`src/pkg/phy_regs_pkg.sv`:
```
// ==========================================================
// shared constants of the phy base register space
package phy_regs_pkg;
    // timing
    localparam int unsigned CLK_PERIOD_NS     = 20;
    localparam int unsigned LONG_RESET_NS     = 166000;  // 166 us
    localparam int unsigned LONG_RESET_CYCLES = (LONG_RESET_NS + CLK_PERIOD_NS - 1) / CLK_PERIOD_NS;
    // register addresses
    localparam logic [3:0] ADDR_NODE_ID    = 4'h0;
    localparam logic [3:0] ADDR_ROOT_GAP   = 4'h1;
    localparam logic [3:0] ADDR_EXT_PORTS  = 4'h2;
    localparam logic [3:0] ADDR_SPEED      = 4'h3;
    localparam logic [3:0] ADDR_LINK_PWR   = 4'h4;
    localparam logic [3:0] ADDR_EVENT_EN   = 4'h5;
    localparam logic [3:0] ADDR_RSVD_SIX   = 4'h6;
    localparam logic [3:0] ADDR_PAGE_SEL   = 4'h7;
    localparam logic [3:0] ADDR_IRQ_STATUS = 4'h8;
    localparam logic [3:0] ADDR_IRQ_MASK   = 4'h9;
    localparam logic [2:0] IRQ_PAGE        = 3'h7;
    localparam int         PAGED_BIT       = 3;
    // field positions and widths
    localparam int NODE_ID_LSB  = 2;
    localparam int NODE_ID_W    = 6;
    localparam int ROOT_BIT     = 1;
    localparam int CPS_BIT      = 0;
    localparam int HOLDOFF_BIT  = 7;
    localparam int LRST_BIT     = 6;
    localparam int GAP_LSB      = 0;
    localparam int GAP_W        = 6;
    localparam int EXT_LSB      = 5;
    localparam int PORTS_LSB    = 0;
    localparam int SPEED_LSB    = 5;
    localparam int DELAY_LSB    = 0;
    localparam int PAGE_LSB     = 5;
    localparam int PAGE_W       = 3;
    localparam int PORT_SEL_LSB = 0;
    localparam int PORT_SEL_W   = 4;
    // interrupt bits
    localparam int IRQ_W         = 4;
    localparam int IRQ_SELFID    = 0;
    localparam int IRQ_CPS_LOST  = 1;
    localparam int IRQ_BUS_RESET = 2;
    localparam int IRQ_LRST_DONE = 3;
    // fixed values
    localparam logic [5:0] GAP_COUNT_RESET = 6'h3f;
    localparam logic [2:0] EXTENDED_CODE   = 3'h7;
    localparam logic [3:0] TOTAL_PORTS     = 4'h2;
    localparam logic [2:0] MAX_SPEED       = 3'h2;
    localparam logic [3:0] REPEATER_DELAY  = 4'h0;
    localparam logic [7:0] RDATA_ZERO      = 8'h00;
endpackage

```
`src/pkg/long_reset_if.sv`:
```
`timescale 1ns/1ps
// ==========================================================
// launch and progress of a long bus reset
interface long_reset_if;
    logic start;  // one-cycle launch
    logic busy;   // long reset on the wire
    logic done;   // one-cycle end marker
    modport ctrl  (output start, input busy, input done);
    modport timer (input start, output busy, output done);
endinterface

```
`src/logic/long_reset_timer.sv`:
```
`timescale 1ns/1ps
// ==========================================================
// times the long bus reset once launched
module long_reset_timer #(
    parameter int unsigned CYCLES = phy_regs_pkg::LONG_RESET_CYCLES
) (
    // clock and reset
    input  wire logic     clk_in,
    input  wire logic     rst_in,
    input  wire logic     ce_in,
    // control side
    long_reset_if.timer   lr
);
    localparam int CW = $clog2(CYCLES + 1);

    typedef enum logic [0:0] {
        T_IDLE = 1'b0,
        T_RUN  = 1'b1
    } tstate_t;

    typedef struct packed {
        tstate_t       fsm;
        logic [CW-1:0] cnt;
        logic          done;
    } timer_t;

    timer_t t_reg;
    timer_t t_next;

    // busy for exactly CYCLES clocks after a launch
    always_comb begin
        t_next      = t_reg;
        t_next.done = 1'b0;
        case (t_reg.fsm)
            T_IDLE: begin
                if (lr.start) begin
                    t_next.fsm = T_RUN;
                    t_next.cnt = CW'(CYCLES - 1);
                end
            end
            T_RUN: begin
                if (t_reg.cnt == '0) begin
                    t_next.fsm  = T_IDLE;
                    t_next.done = 1'b1;
                end else begin
                    t_next.cnt = t_reg.cnt - 1'b1;
                end
            end
            default: begin
                t_next.fsm = T_IDLE;
            end
        endcase
    end

    // state register
    always_ff @(posedge clk_in or posedge rst_in) begin
        if (rst_in) begin
            t_reg <= '{fsm: T_IDLE, cnt: '0, done: 1'b0};
        end else if (ce_in) begin
            t_reg <= t_next;
        end
    end

    assign lr.busy = (t_reg.fsm == T_RUN);
    assign lr.done = t_reg.done;
endmodule

```
`src/logic/phy_base_regs.sv`:
```
// Decided for this implementation: the address-and-strobe port.
`timescale 1ns/1ps
// How it works
// - sixteen addresses: 0h-7h are fixed base registers, 8h-Fh show one of eight pages.
// - the page shown on the upper eight addresses comes from the page field of base register 7h.
// - base register fields sit at the same place and mean the same whatever page is chosen.
// - reserved registers and fields read zero, and all of pages 2 to 6 is reserved.
// - the 6-bit node address is read-only, loaded at self-identification end, invalid after a bus reset.
// - the read-only root flag clears on every bus reset and sets when this node wins tree identification.
// - the read-only cable power bit follows the synchronised cable power sense pin.
// - the root holdoff bit is writable, cleared by system reset, kept across bus resets.
// - the long-reset request starts a 166 us bus reset once no receive or transmit is running.
// - the long-reset request clears on system reset and on any bus reset.
// - the 6-bit gap count loads from a register write or from a phy configuration packet.
// - the gap count returns to 3Fh on system reset and after two bus resets with no load between.
// - base register 2 reads extended code 111b and a port total of 0010b.
// - base register 3 reads top speed 010b and repeater delay 0000b.
module phy_base_regs #(
    parameter int unsigned LRST_CYCLES = phy_regs_pkg::LONG_RESET_CYCLES
) (
    // clock, reset, enable
    input  wire logic       clk_in,
    input  wire logic       rst_in,
    input  wire logic       ce_in,
    // register port
    input  wire logic [3:0] addr_in,
    input  wire logic [7:0] wdata_in,
    input  wire logic       wr_in,
    input  wire logic       rd_in,
    output logic      [7:0] rdata_out,
    // events from the phy core
    input  wire logic       bus_reset_in,
    input  wire logic       selfid_done_in,
    input  wire logic [5:0] phys_id_in,
    input  wire logic       root_won_in,
    input  wire logic       link_idle_in,
    input  wire logic       phy_cfg_gap_valid_in,
    input  wire logic [5:0] phy_cfg_gap_in,
    // cable power sense pin
    input  wire logic       cable_power_pin_in,
    // state toward the phy core
    output logic      [5:0] node_phys_addr_out,
    output logic            node_id_valid_out,
    output logic            root_out,
    output logic            cable_power_state_out,
    output logic            root_holdoff_out,
    output logic      [5:0] gap_count_out,
    output logic            long_reset_start_out,
    output logic            long_reset_active_out,
    // interrupt
    output logic            irq_out
);
    // ==========================================================
    // state
    typedef struct packed {
        logic [7:0]                        rdata;
        logic [phy_regs_pkg::NODE_ID_W-1:0] node_phys_addr;
        logic                              node_valid;
        logic                              root;
        logic                              root_holdoff;
        logic                              long_reset_request;
        logic [phy_regs_pkg::GAP_W-1:0]     gap;
        logic                              gap_armed;
        logic [phy_regs_pkg::PAGE_W-1:0]    page;
        logic [phy_regs_pkg::PORT_SEL_W-1:0] port_sel;
        logic                              lrst_start;
        logic                              cps_prev;
        logic [phy_regs_pkg::IRQ_W-1:0]     irq_status;
        logic [phy_regs_pkg::IRQ_W-1:0]     irq_mask;
        logic                              irq;
    } state_t;

    localparam state_t STATE_RESET = '{
        rdata:              phy_regs_pkg::RDATA_ZERO,
        node_phys_addr:     '0,
        node_valid:         1'b0,
        root:               1'b0,
        root_holdoff:       1'b0,
        long_reset_request: 1'b0,
        gap:                phy_regs_pkg::GAP_COUNT_RESET,
        gap_armed:          1'b0,
        page:               '0,
        port_sel:           '0,
        lrst_start:         1'b0,
        cps_prev:           1'b0,
        irq_status:         '0,
        irq_mask:           '0,
        irq:                1'b0
    };

    state_t st_reg;
    state_t st_next;

    logic   cps_level;
    logic   bus_reset_ev;
    logic   gap_wr;
    logic   ctl_wr;
    logic   page_wr;
    logic   status_wr;
    logic   mask_wr;
    logic   in_irq_page;

    long_reset_if lr ();

    // ==========================================================
    // submodules
    pin_sync u_cps_sync (
        .clk_in    (clk_in),
        .rst_in    (rst_in),
        .ce_in     (ce_in),
        .pin_in    (cable_power_pin_in),
        .level_out (cps_level)
    );

    long_reset_timer #(
        .CYCLES (LRST_CYCLES)
    ) u_lrst_timer (
        .clk_in (clk_in),
        .rst_in (rst_in),
        .ce_in  (ce_in),
        .lr     (lr.timer)
    );

    // ==========================================================
    // write decode
    assign in_irq_page  = (st_reg.page == phy_regs_pkg::IRQ_PAGE);
    assign ctl_wr       = wr_in && (addr_in == phy_regs_pkg::ADDR_ROOT_GAP);
    assign gap_wr       = ctl_wr;
    assign page_wr      = wr_in && (addr_in == phy_regs_pkg::ADDR_PAGE_SEL);
    assign status_wr    = wr_in && in_irq_page && (addr_in == phy_regs_pkg::ADDR_IRQ_STATUS);
    assign mask_wr      = wr_in && in_irq_page && (addr_in == phy_regs_pkg::ADDR_IRQ_MASK);
    // our own long reset launch counts as a bus reset too
    assign bus_reset_ev = bus_reset_in || st_reg.lrst_start;
    assign lr.start     = st_reg.lrst_start;

    // ==========================================================
    // next state
    always_comb begin
        logic [7:0]                    rd_byte;
        logic [phy_regs_pkg::IRQ_W-1:0] ev;
        rd_byte = phy_regs_pkg::RDATA_ZERO;
        ev      = '0;
        st_next = st_reg;
        st_next.lrst_start = 1'b0;

        // writable control bits; read-only fields never load from the bus
        if (ctl_wr) begin
            st_next.root_holdoff       = wdata_in[phy_regs_pkg::HOLDOFF_BIT];
            st_next.long_reset_request = wdata_in[phy_regs_pkg::LRST_BIT];
        end
        if (page_wr) begin
            st_next.page     = wdata_in[phy_regs_pkg::PAGE_LSB +: phy_regs_pkg::PAGE_W];
            st_next.port_sel = wdata_in[phy_regs_pkg::PORT_SEL_LSB +: phy_regs_pkg::PORT_SEL_W];
        end

        // self-identification and tree identification results
        if (selfid_done_in) begin
            st_next.node_phys_addr = phys_id_in;
            st_next.node_valid     = 1'b1;
        end
        if (root_won_in) begin
            st_next.root = 1'b1;
        end

        // bus reset wins over the results above
        if (bus_reset_ev) begin
            st_next.root               = 1'b0;
            st_next.node_valid         = 1'b0;
            st_next.long_reset_request = 1'b0;
            if (st_reg.gap_armed) begin
                st_next.gap = phy_regs_pkg::GAP_COUNT_RESET;
            end
            st_next.gap_armed = 1'b1;
        end

        // gap loads disarm the two-reset default, register write last
        if (phy_cfg_gap_valid_in) begin
            st_next.gap       = phy_cfg_gap_in;
            st_next.gap_armed = 1'b0;
        end
        if (gap_wr) begin
            st_next.gap       = wdata_in[phy_regs_pkg::GAP_LSB +: phy_regs_pkg::GAP_W];
            st_next.gap_armed = 1'b0;
        end

        // launch the long reset once the wire is quiet
        if (st_reg.long_reset_request && link_idle_in && !lr.busy && !st_reg.lrst_start) begin
            st_next.lrst_start = 1'b1;
        end

        // interrupt events, set wins over write-one-to-clear
        ev[phy_regs_pkg::IRQ_SELFID]    = selfid_done_in;
        ev[phy_regs_pkg::IRQ_CPS_LOST]  = st_reg.cps_prev && !cps_level;
        ev[phy_regs_pkg::IRQ_BUS_RESET] = bus_reset_ev;
        ev[phy_regs_pkg::IRQ_LRST_DONE] = lr.done;
        if (status_wr) begin
            st_next.irq_status = st_next.irq_status & ~wdata_in[phy_regs_pkg::IRQ_W-1:0];
        end
        st_next.irq_status = st_next.irq_status | ev;
        if (mask_wr) begin
            st_next.irq_mask = wdata_in[phy_regs_pkg::IRQ_W-1:0];
        end
        st_next.irq      = |(st_next.irq_status & st_next.irq_mask);
        st_next.cps_prev = cps_level;

        // read mux, base registers ignore the page
        if (!addr_in[phy_regs_pkg::PAGED_BIT]) begin
            case (addr_in)
                phy_regs_pkg::ADDR_NODE_ID: begin
                    rd_byte[phy_regs_pkg::NODE_ID_LSB +: phy_regs_pkg::NODE_ID_W] = st_reg.node_phys_addr;
                    rd_byte[phy_regs_pkg::ROOT_BIT] = st_reg.root;
                    rd_byte[phy_regs_pkg::CPS_BIT]  = cps_level;
                end
                phy_regs_pkg::ADDR_ROOT_GAP: begin
                    rd_byte[phy_regs_pkg::HOLDOFF_BIT] = st_reg.root_holdoff;
                    rd_byte[phy_regs_pkg::LRST_BIT]    = st_reg.long_reset_request;
                    rd_byte[phy_regs_pkg::GAP_LSB +: phy_regs_pkg::GAP_W] = st_reg.gap;
                end
                phy_regs_pkg::ADDR_EXT_PORTS: begin
                    rd_byte[phy_regs_pkg::EXT_LSB +: 3]   = phy_regs_pkg::EXTENDED_CODE;
                    rd_byte[phy_regs_pkg::PORTS_LSB +: 4] = phy_regs_pkg::TOTAL_PORTS;
                end
                phy_regs_pkg::ADDR_SPEED: begin
                    rd_byte[phy_regs_pkg::SPEED_LSB +: 3] = phy_regs_pkg::MAX_SPEED;
                    rd_byte[phy_regs_pkg::DELAY_LSB +: 4] = phy_regs_pkg::REPEATER_DELAY;
                end
                phy_regs_pkg::ADDR_PAGE_SEL: begin
                    rd_byte[phy_regs_pkg::PAGE_LSB +: phy_regs_pkg::PAGE_W]         = st_reg.page;
                    rd_byte[phy_regs_pkg::PORT_SEL_LSB +: phy_regs_pkg::PORT_SEL_W] = st_reg.port_sel;
                end
                default: begin
                    rd_byte = phy_regs_pkg::RDATA_ZERO;
                end
            endcase
        end else if (in_irq_page) begin
            case (addr_in)
                phy_regs_pkg::ADDR_IRQ_STATUS: begin
                    rd_byte[phy_regs_pkg::IRQ_W-1:0] = st_reg.irq_status;
                end
                phy_regs_pkg::ADDR_IRQ_MASK: begin
                    rd_byte[phy_regs_pkg::IRQ_W-1:0] = st_reg.irq_mask;
                end
                default: begin
                    rd_byte = phy_regs_pkg::RDATA_ZERO;
                end
            endcase
        end else begin
            rd_byte = phy_regs_pkg::RDATA_ZERO;
        end

        // read data stands only in the cycle after the strobe
        st_next.rdata = rd_in ? rd_byte : phy_regs_pkg::RDATA_ZERO;
    end

    // ==========================================================
    // state register, frozen while the enable is low
    always_ff @(posedge clk_in or posedge rst_in) begin
        if (rst_in) begin
            st_reg <= STATE_RESET;
        end else if (ce_in) begin
            st_reg <= st_next;
        end
    end

    // outputs straight from flip-flops
    assign rdata_out             = st_reg.rdata;
    assign node_phys_addr_out    = st_reg.node_phys_addr;
    assign node_id_valid_out     = st_reg.node_valid;
    assign root_out              = st_reg.root;
    assign cable_power_state_out = cps_level;
    assign root_holdoff_out      = st_reg.root_holdoff;
    assign gap_count_out         = st_reg.gap;
    assign long_reset_start_out  = st_reg.lrst_start;
    assign long_reset_active_out = lr.busy;
    assign irq_out               = st_reg.irq;
endmodule

```
`src/logic/pin_sync.sv`:
```
`timescale 1ns/1ps
// ==========================================================
// three-stage pin synchroniser, level moves when stages 2 and 3 agree
module pin_sync (
    // clock and reset
    input  wire logic clk_in,
    input  wire logic rst_in,
    input  wire logic ce_in,
    // pin and clean level
    input  wire logic pin_in,
    output logic      level_out
);
    typedef struct packed {
        logic ff1;
        logic ff2;
        logic ff3;
        logic level;
    } sync_t;

    sync_t s_reg;
    sync_t s_next;

    // shift chain, first stage read only by the second
    always_comb begin
        s_next     = s_reg;
        s_next.ff1 = pin_in;
        s_next.ff2 = s_reg.ff1;
        s_next.ff3 = s_reg.ff2;
        if (s_reg.ff2 == s_reg.ff3) begin
            s_next.level = s_reg.ff3;
        end
    end

    // state register
    always_ff @(posedge clk_in or posedge rst_in) begin
        if (rst_in) begin
            s_reg <= '0;
        end else if (ce_in) begin
            s_reg <= s_next;
        end
    end

    assign level_out = s_reg.level;
endmodule

```
`config.mk`:
```
export PLATFORM = sky130hd
export DESIGN_NAME = phy_base_regs
export DESIGN_NICKNAME = d
export VERILOG_FILES = /design/src/pkg/phy_regs_pkg.sv /design/src/pkg/long_reset_if.sv /design/src/logic/long_reset_timer.sv /design/src/logic/phy_base_regs.sv /design/src/logic/pin_sync.sv
export SDC_FILE = /design/constraint.sdc
export NUM_CORES = 1
export LEC_CHECK = 0
export ABC_AREA = 1
export BUFFER_PORTS_ARGS = -buffer_cell sky130_fd_sc_hd__buf_2
export CORE_AREA = 2 2 100 78
export DETAILED_ROUTE_END_ITERATION = 7
export DIE_AREA = 0 0 102 80
export PLACE_DENSITY = 0.74
export RECOVER_POWER = 100
export SYNTH_ARGS = -nofsm -noshare
export SYNTH_HDL_FRONTEND = slang
export SYNTH_SLANG_ARGS = --single-unit
```
`constraint.sdc`:
```
create_clock -name clk_in -period 1.75 [get_ports clk_in]
set_input_delay 0.0875 -clock clk_in [delete_from_list [all_inputs] [get_ports clk_in]]
set_output_delay 0.0875 -clock clk_in [all_outputs]
set_load 0.01 [all_outputs]
```
* Yosys cells after proc, flatten, opt, wreduce, memory -nomap -nowiden
Index checks and enable logic that the tools add are counted.
Cells by class: bitwise operators 5, reduce and logical (&&, ||, !) cells 31, add/subtract/negate cells 1, muxes and demuxes 24, eq/ne operators 10
Operators by type and width (number):
- case mux 15 bit (2 select lines) | 1
- 2-to-1 mux 8 bit | 3
- case mux 4 bit (4 select lines) | 1
- AND reduction 2 bit | 8
- 2-to-1 mux 15 bit | 1
- case mux 3 bit (5 select lines) | 1
- logical NOT 14 bit | 1
- 2-to-1 mux 14 bit | 1
- 2-to-1 mux 7 bit | 2
- subtractor 14 x 1 -> 14 bit (second input constant) | 1
- 2-to-1 mux 4 bit | 3
- logical AND 1 bit | 9
- AND 4 bit | 2
- equality test 4 x 2 -> 1 bit (second input constant) | 2
- equality test 4 bit (second input constant) | 2
- case mux 4 bit (2 select lines) | 1
- 2-to-1 mux 1 bit | 7
- 2-to-1 mux 6 bit | 1
- AND reduction 3 bit | 2
- nonzero test 2 bit | 3
- nonzero test 3 bit | 2
- equality test 4 x 1 -> 1 bit (second input constant) | 1
- equality test 4 x 3 -> 1 bit (second input constant) | 1
- logical NOT 4 bit | 1
- other kinds (11) | 14
Word-level totals: input bits 35, logic and storage cells 93, flip-flop bits (word level) 63, output and inout port bits 27

* Longest topological paths before layout
depth after elaboration 7, mapped depth 11, mapped depth without buffers 11

* Cells and area by module
Synthesis repeated with hierarchy kept, for this count alone.
Unflattened totals: cells, all modules 460, area, all modules 3638.5 µm²
By module, submodules not included:
- phy_base_regs | cells an instance 297, instances 1, area each 2458.6 µm²
- long_reset_timer | cells an instance 142, instances 1, area each 1012.2 µm²
- pin_sync | cells an instance 21, instances 1, area each 167.7 µm²

* Least setup slack after synthesis
OpenSTA, ideal clock, no wires.
kind register to register, start point register u_lrst_timer.t_reg[1] in the netlist's numbering, end point register u_lrst_timer.t_reg[7] in the netlist's numbering, period minus slack after synthesis 1.579 ns, stages on the path, launching flop included 11, path buffers 1, data required time 1.633 ns, slack 0.171 ns, data arrival time 1.462 ns, cell sequence dfrtp_1 inv_1 ha_1 nand3_2 nor2_2 nand2_2 nand2_4 nand2_2 buf_6 o21ai_1 inv_1
Between the ends: word-level cells in the longest chain between the ends 3
RTL lines:
- start: declaration | line long_reset_timer.sv:27 | timer_t t_reg;
- start signal: assignment | line long_reset_timer.sv:58 | t_reg <= '{fsm: T_IDLE, cnt: '0, done: 1'b0};
- start signal: assignment | line long_reset_timer.sv:60 | t_reg <= t_next;
- subtractor 14 x 1 -> 14 bit / logical NOT 14 bit (equally long branches) | line long_reset_timer.sv:46, long_reset_timer.sv:42
- 2-to-1 mux 14 bit / inequality test 2 bit (equally long branches)
- case mux 15 bit (2 select lines) / AND reduction 3 bit (equally long branches)
Parallel ways exist; a longest one is shown, timed or not. The select of a mux whose other input is x is not followed. A chain may end at the register's enable or synchronous reset.

* Worst setup path after layout
start point register u_lrst_timer.t_reg[1] in the netlist's numbering, end point register u_lrst_timer.t_reg (netlist bit u_lrst_timer.lr.busy)
Between the ends: word-level cells in the longest chain between the ends 3
RTL lines:
- logical NOT 14 bit | line long_reset_timer.sv:42 | if (t_reg.cnt == '0) begin
- 2-to-1 mux 1 bit | line long_reset_timer.sv:42
- case mux 15 bit (2 select lines) | line long_reset_timer.sv:34 | case (t_reg.fsm)
No other way between the ends.

==> impl_metrics.tcl <==
set metrics [dict create \
    outcome "finished clean" \
    synth_sequential_area_ratio_pct 44.93 \
    max-clock-path-buffers 2 \
    drive_gt1_share_pct 18.09 \
    vias_per_cell 5.231 \
    min-delay-start "wdata_in[3]" \
    layout.filler_cells 685 \
    finalCriticalPeriod_ps 1596 \
    finalSetupTns_ps 0 \
    critical_path_peak_fanout 14 \
    remaining_drc_errors 0 \
    yosysWarningCount 0 \
    global_route.overflow_total 0 \
    reg2reg_depth 9 \
    drt-wirelength-per-cell_um 14.10 \
    floorplan.core_area_um2 7162 \
    reg2reg_slack_ps 150 \
    fmaxAchievable_mhz 626.5 \
    holdPathStages 2 \
    crit_path_end_kind "flip-flop" \
    ant_nets 0 \
    area.growth.synth_to_final_pct 15.29 \
    synthArstFlopShare_pct 100.0 \
    route.final.wire_length_mm 8.669 \
    critPathArrivalTime_ps 1830 \
    tritoncts.num_buffers 9 \
    finalHoldViolations 0 \
    cellPowerDensity_nw_per_um2 1069 \
    syn_area_um2 3526 \
    critical_setup_path_class "flip-flop to flip-flop" \
    syn-instance-count 442 \
    n_antenna_cell 0 \
    regToRegStartpoint "u_lrst_timer.t_reg[1]" \
    postPlaceCellArea_um2 3864 \
    timing.critical_path.required_ps 1990 \
    cts_tree "done" \
    count_of_port_buffers_added_during_placement 61 \
    routed-via-count 3217 \
    design.final.nets 546 \
    maximum_number_of_pins_on_one_net_before_global_route_repair 37 \
    slew_headroom_pct 46.08 \
    dieArea_um2 8160 \
    leakagePower_uw 0.001990 \
    synth_fp_nets 478 \
    worst_setup_path_start_kind "flip-flop" \
    worstHoldPathType "input port to flip-flop" \
    synth.distinct_cells 37 \
    report.final.slew_viol_count 0 \
    setup_violations 0 \
    clk-insertion-delay-late_ps 340 \
    globalRouteTotalUtil_pct 23.26 \
    maxCapViolations 0 \
    place_congestion 0.9919 \
    grt_first_pass_wirelength_mm 14.52 \
    drt_pre_antenna_iters 5 \
    largest_register_ffs 18 \
    total_number_of_placement_rows 27 \
    via_count_of_the_first_global_routing_pass 3075 \
    floorplan.initialDensity_pct 49.23 \
    finalCoreUtilization_pct 56.76 \
    cts.htree.levels 3 \
    floorplan.die.width_um 102 \
    die_h_um 80 \
    clk_root_buffer_cell "sky130_fd_sc_hd__clkbuf_8" \
    synth_area_per_cell_um2 7.977 \
    number_of_flops_mapped_to_enable_cells_by_yosys 0 \
    clock-skew-final_ps 11.72 \
    worst_hold_endpoint "st_reg[14]" \
    drtIter0Drc 151 \
    initial_antenna_violation_count 0 \
    clock_sinks 63 \
    final_min_period_over_clock_period_pct 91.21 \
    worst_slew_pin_slew_ps 808.7 \
    rsz0062_at_grt "no" \
    place.detailed.hpwl_mm 6.449 \
    yosys_register_bits 63 \
    design.portCount 62 \
    finalHoldWorstSlack_ps 63.80 \
    critical_path.reg2reg.endpoint "u_lrst_timer.lr.busy" \
    clk_transition_reported_paths_ps 70 \
    fin_area_um2 4065 \
    ir_drop_uv 526.2 \
    synth-main-ff-cell "sky130_fd_sc_hd__dfrtp_1" \
]
synth_stat cells (2+ instances only):
cell type | n | area share (%)
sky130_fd_sc_hd__inv_1 | 41 | 4.4
sky130_fd_sc_hd__nor2_2 | 3 | 0.53
sky130_fd_sc_hd__nand3_2 | 2 | 0.57
sky130_fd_sc_hd__xor2_1 | 3 | 0.75
sky130_fd_sc_hd__dfrtp_1 | 57 | 40
sky130_fd_sc_hd__o21a_1 | 2 | 0.43
sky130_fd_sc_hd__o21ai_2 | 2 | 0.50
sky130_fd_sc_hd__nor2_4 | 3 | 0.96
sky130_fd_sc_hd__nor3_1 | 2 | 0.28
sky130_fd_sc_hd__a22o_1 | 2 | 0.50
sky130_fd_sc_hd__dfstp_2 | 6 | 4.5
sky130_fd_sc_hd__a21oi_1 | 11 | 1.6
sky130_fd_sc_hd__nor2_1 | 33 | 3.5
sky130_fd_sc_hd__o21ai_1 | 7 | 0.99
sky130_fd_sc_hd__nand3_1 | 46 | 6.5
sky130_fd_sc_hd__nand2_4 | 3 | 0.96
sky130_fd_sc_hd__nand4_1 | 5 | 0.89
sky130_fd_sc_hd__o22ai_1 | 4 | 0.71
sky130_fd_sc_hd__clkbuf_1 | 4 | 0.43
sky130_fd_sc_hd__nand2_2 | 6 | 1.1
sky130_fd_sc_hd__mux2_2 | 6 | 1.9
sky130_fd_sc_hd__mux2_4 | 4 | 1.7
sky130_fd_sc_hd__buf_4 | 21 | 4.5
sky130_fd_sc_hd__nand2_1 | 128 | 14
sky130_fd_sc_hd__o21ai_0 | 24 | 3.4
sky130_fd_sc_hd__inv_2 | 6 | 0.64
cell usage in the layout, fill, tap and decap left out, types with 7 or more instances in the layout:
cell type and count:
sky130_fd_sc_hd__o21ai_0 25, sky130_fd_sc_hd__nand2_1 129, sky130_fd_sc_hd__a21oi_1 11, sky130_fd_sc_hd__nand3_1 47, sky130_fd_sc_hd__dfrtp_1 57, sky130_fd_sc_hd__dlygate4sd3_1 12, sky130_fd_sc_hd__buf_2 40, sky130_fd_sc_hd__clkbuf_8 9
sky130_fd_sc_hd__inv_1 41, sky130_fd_sc_hd__clkbuf_1 30, sky130_fd_sc_hd__o21ai_1 7, sky130_fd_sc_hd__nor2_1 32
worst max-delay path: stages (launching register included):
cell                      delay [ps]
sky130_fd_sc_hd__dfrtp_1         380
sky130_fd_sc_hd__inv_1           100
sky130_fd_sc_hd__ha_2            230
sky130_fd_sc_hd__nand3_2         110
sky130_fd_sc_hd__nor2_2          150
sky130_fd_sc_hd__nand2_2         100
sky130_fd_sc_hd__nand2_4         100
sky130_fd_sc_hd__nand2_4         120
sky130_fd_sc_hd__a21oi_1         150
sky130_fd_sc_hd__inv_1            60
per-stage QoR:
step	power, uW	cells	setup slack [ps]
3_5_place_dp	3183	588	61.68
3_3_place_gp	3140	588	133.9
4_1_cts	4424	615	50.73
5_1_grt	4665	615	5.445
2_1_floorplan	2839	442	102.7
6_report	4346	615	153.8
layer usage:
layer / up-vias / part of all wire [%] / global-route usage [%] / wire, um
li1: 1552 / - / - / -
met1: 1559 / 49 / 32.35 / 4211
met2: 96 / 45 / 34.28 / 3866
met3: 10 / 5.8 / 7.968 / 506
met4: 0 / 0.98 / 6.800 / 85
met5: - / 0 / 0 / 0
kinds of logic (layout without fill, tap and decap cells):
logic type / Yosys count / in the layout / synth area share (%)
compound gates: 56 / 56 / 9.333
buf+inv: 74 / 146 / 10.36
flops: 63 / 63 / 44.93
mux: 10 / 10 / 3.620
xor+xnor: 3 / 3 / 0.7453
fa+ha+maj: 1 / 1 / 0.3548
simple gates: 235 / 235 / 30.66
repair_timing:
action / CTS / global route
resized for setup: 0 / 3
hold buffers: 12 / 0
setup endpoints to repair: 0 / 13
hold endpoints to repair: 51 / 0
buffers inserted: 0 / 0
final cells by class:
class / count / area, um^2 / area share (%)
multi-input cells: 305 / 1546 / 38.04
well taps: 101 / 126.4 / 3.109
clock buffers: 11 / 131.4 / 3.232
flip-flops and latches: 63 / 1584 / 38.97
clock inverters: 4 / 47.55 / 1.170
inverters: 47 / 176.4 / 4.340
repair buffers: 84 / 452.9 / 11.14
power by group:
part	switching, uW	internal [uW]	total [uW]
clock network	559	646	1200
logic	731	420	1150
registers	235	1750	1990
how the worst max path moves through the flow:
stage	endpoint	cells past startpoint	start
5_1_grt	u_lrst_timer.t_reg[11]	9	u_lrst_timer.t_reg[1]
3_3_place_gp	u_lrst_timer.lr.busy	9	u_lrst_timer.t_reg[1]
4_1_cts	u_lrst_timer.lr.busy	9	u_lrst_timer.t_reg[1]
2_1_floorplan	irq_out	1	rst_in
6_report	u_lrst_timer.lr.busy	9	u_lrst_timer.t_reg[1]
3_5_place_dp	u_lrst_timer.lr.busy	9	u_lrst_timer.t_reg[1]
No activity file was read; power rests on OpenSTA's default activity.
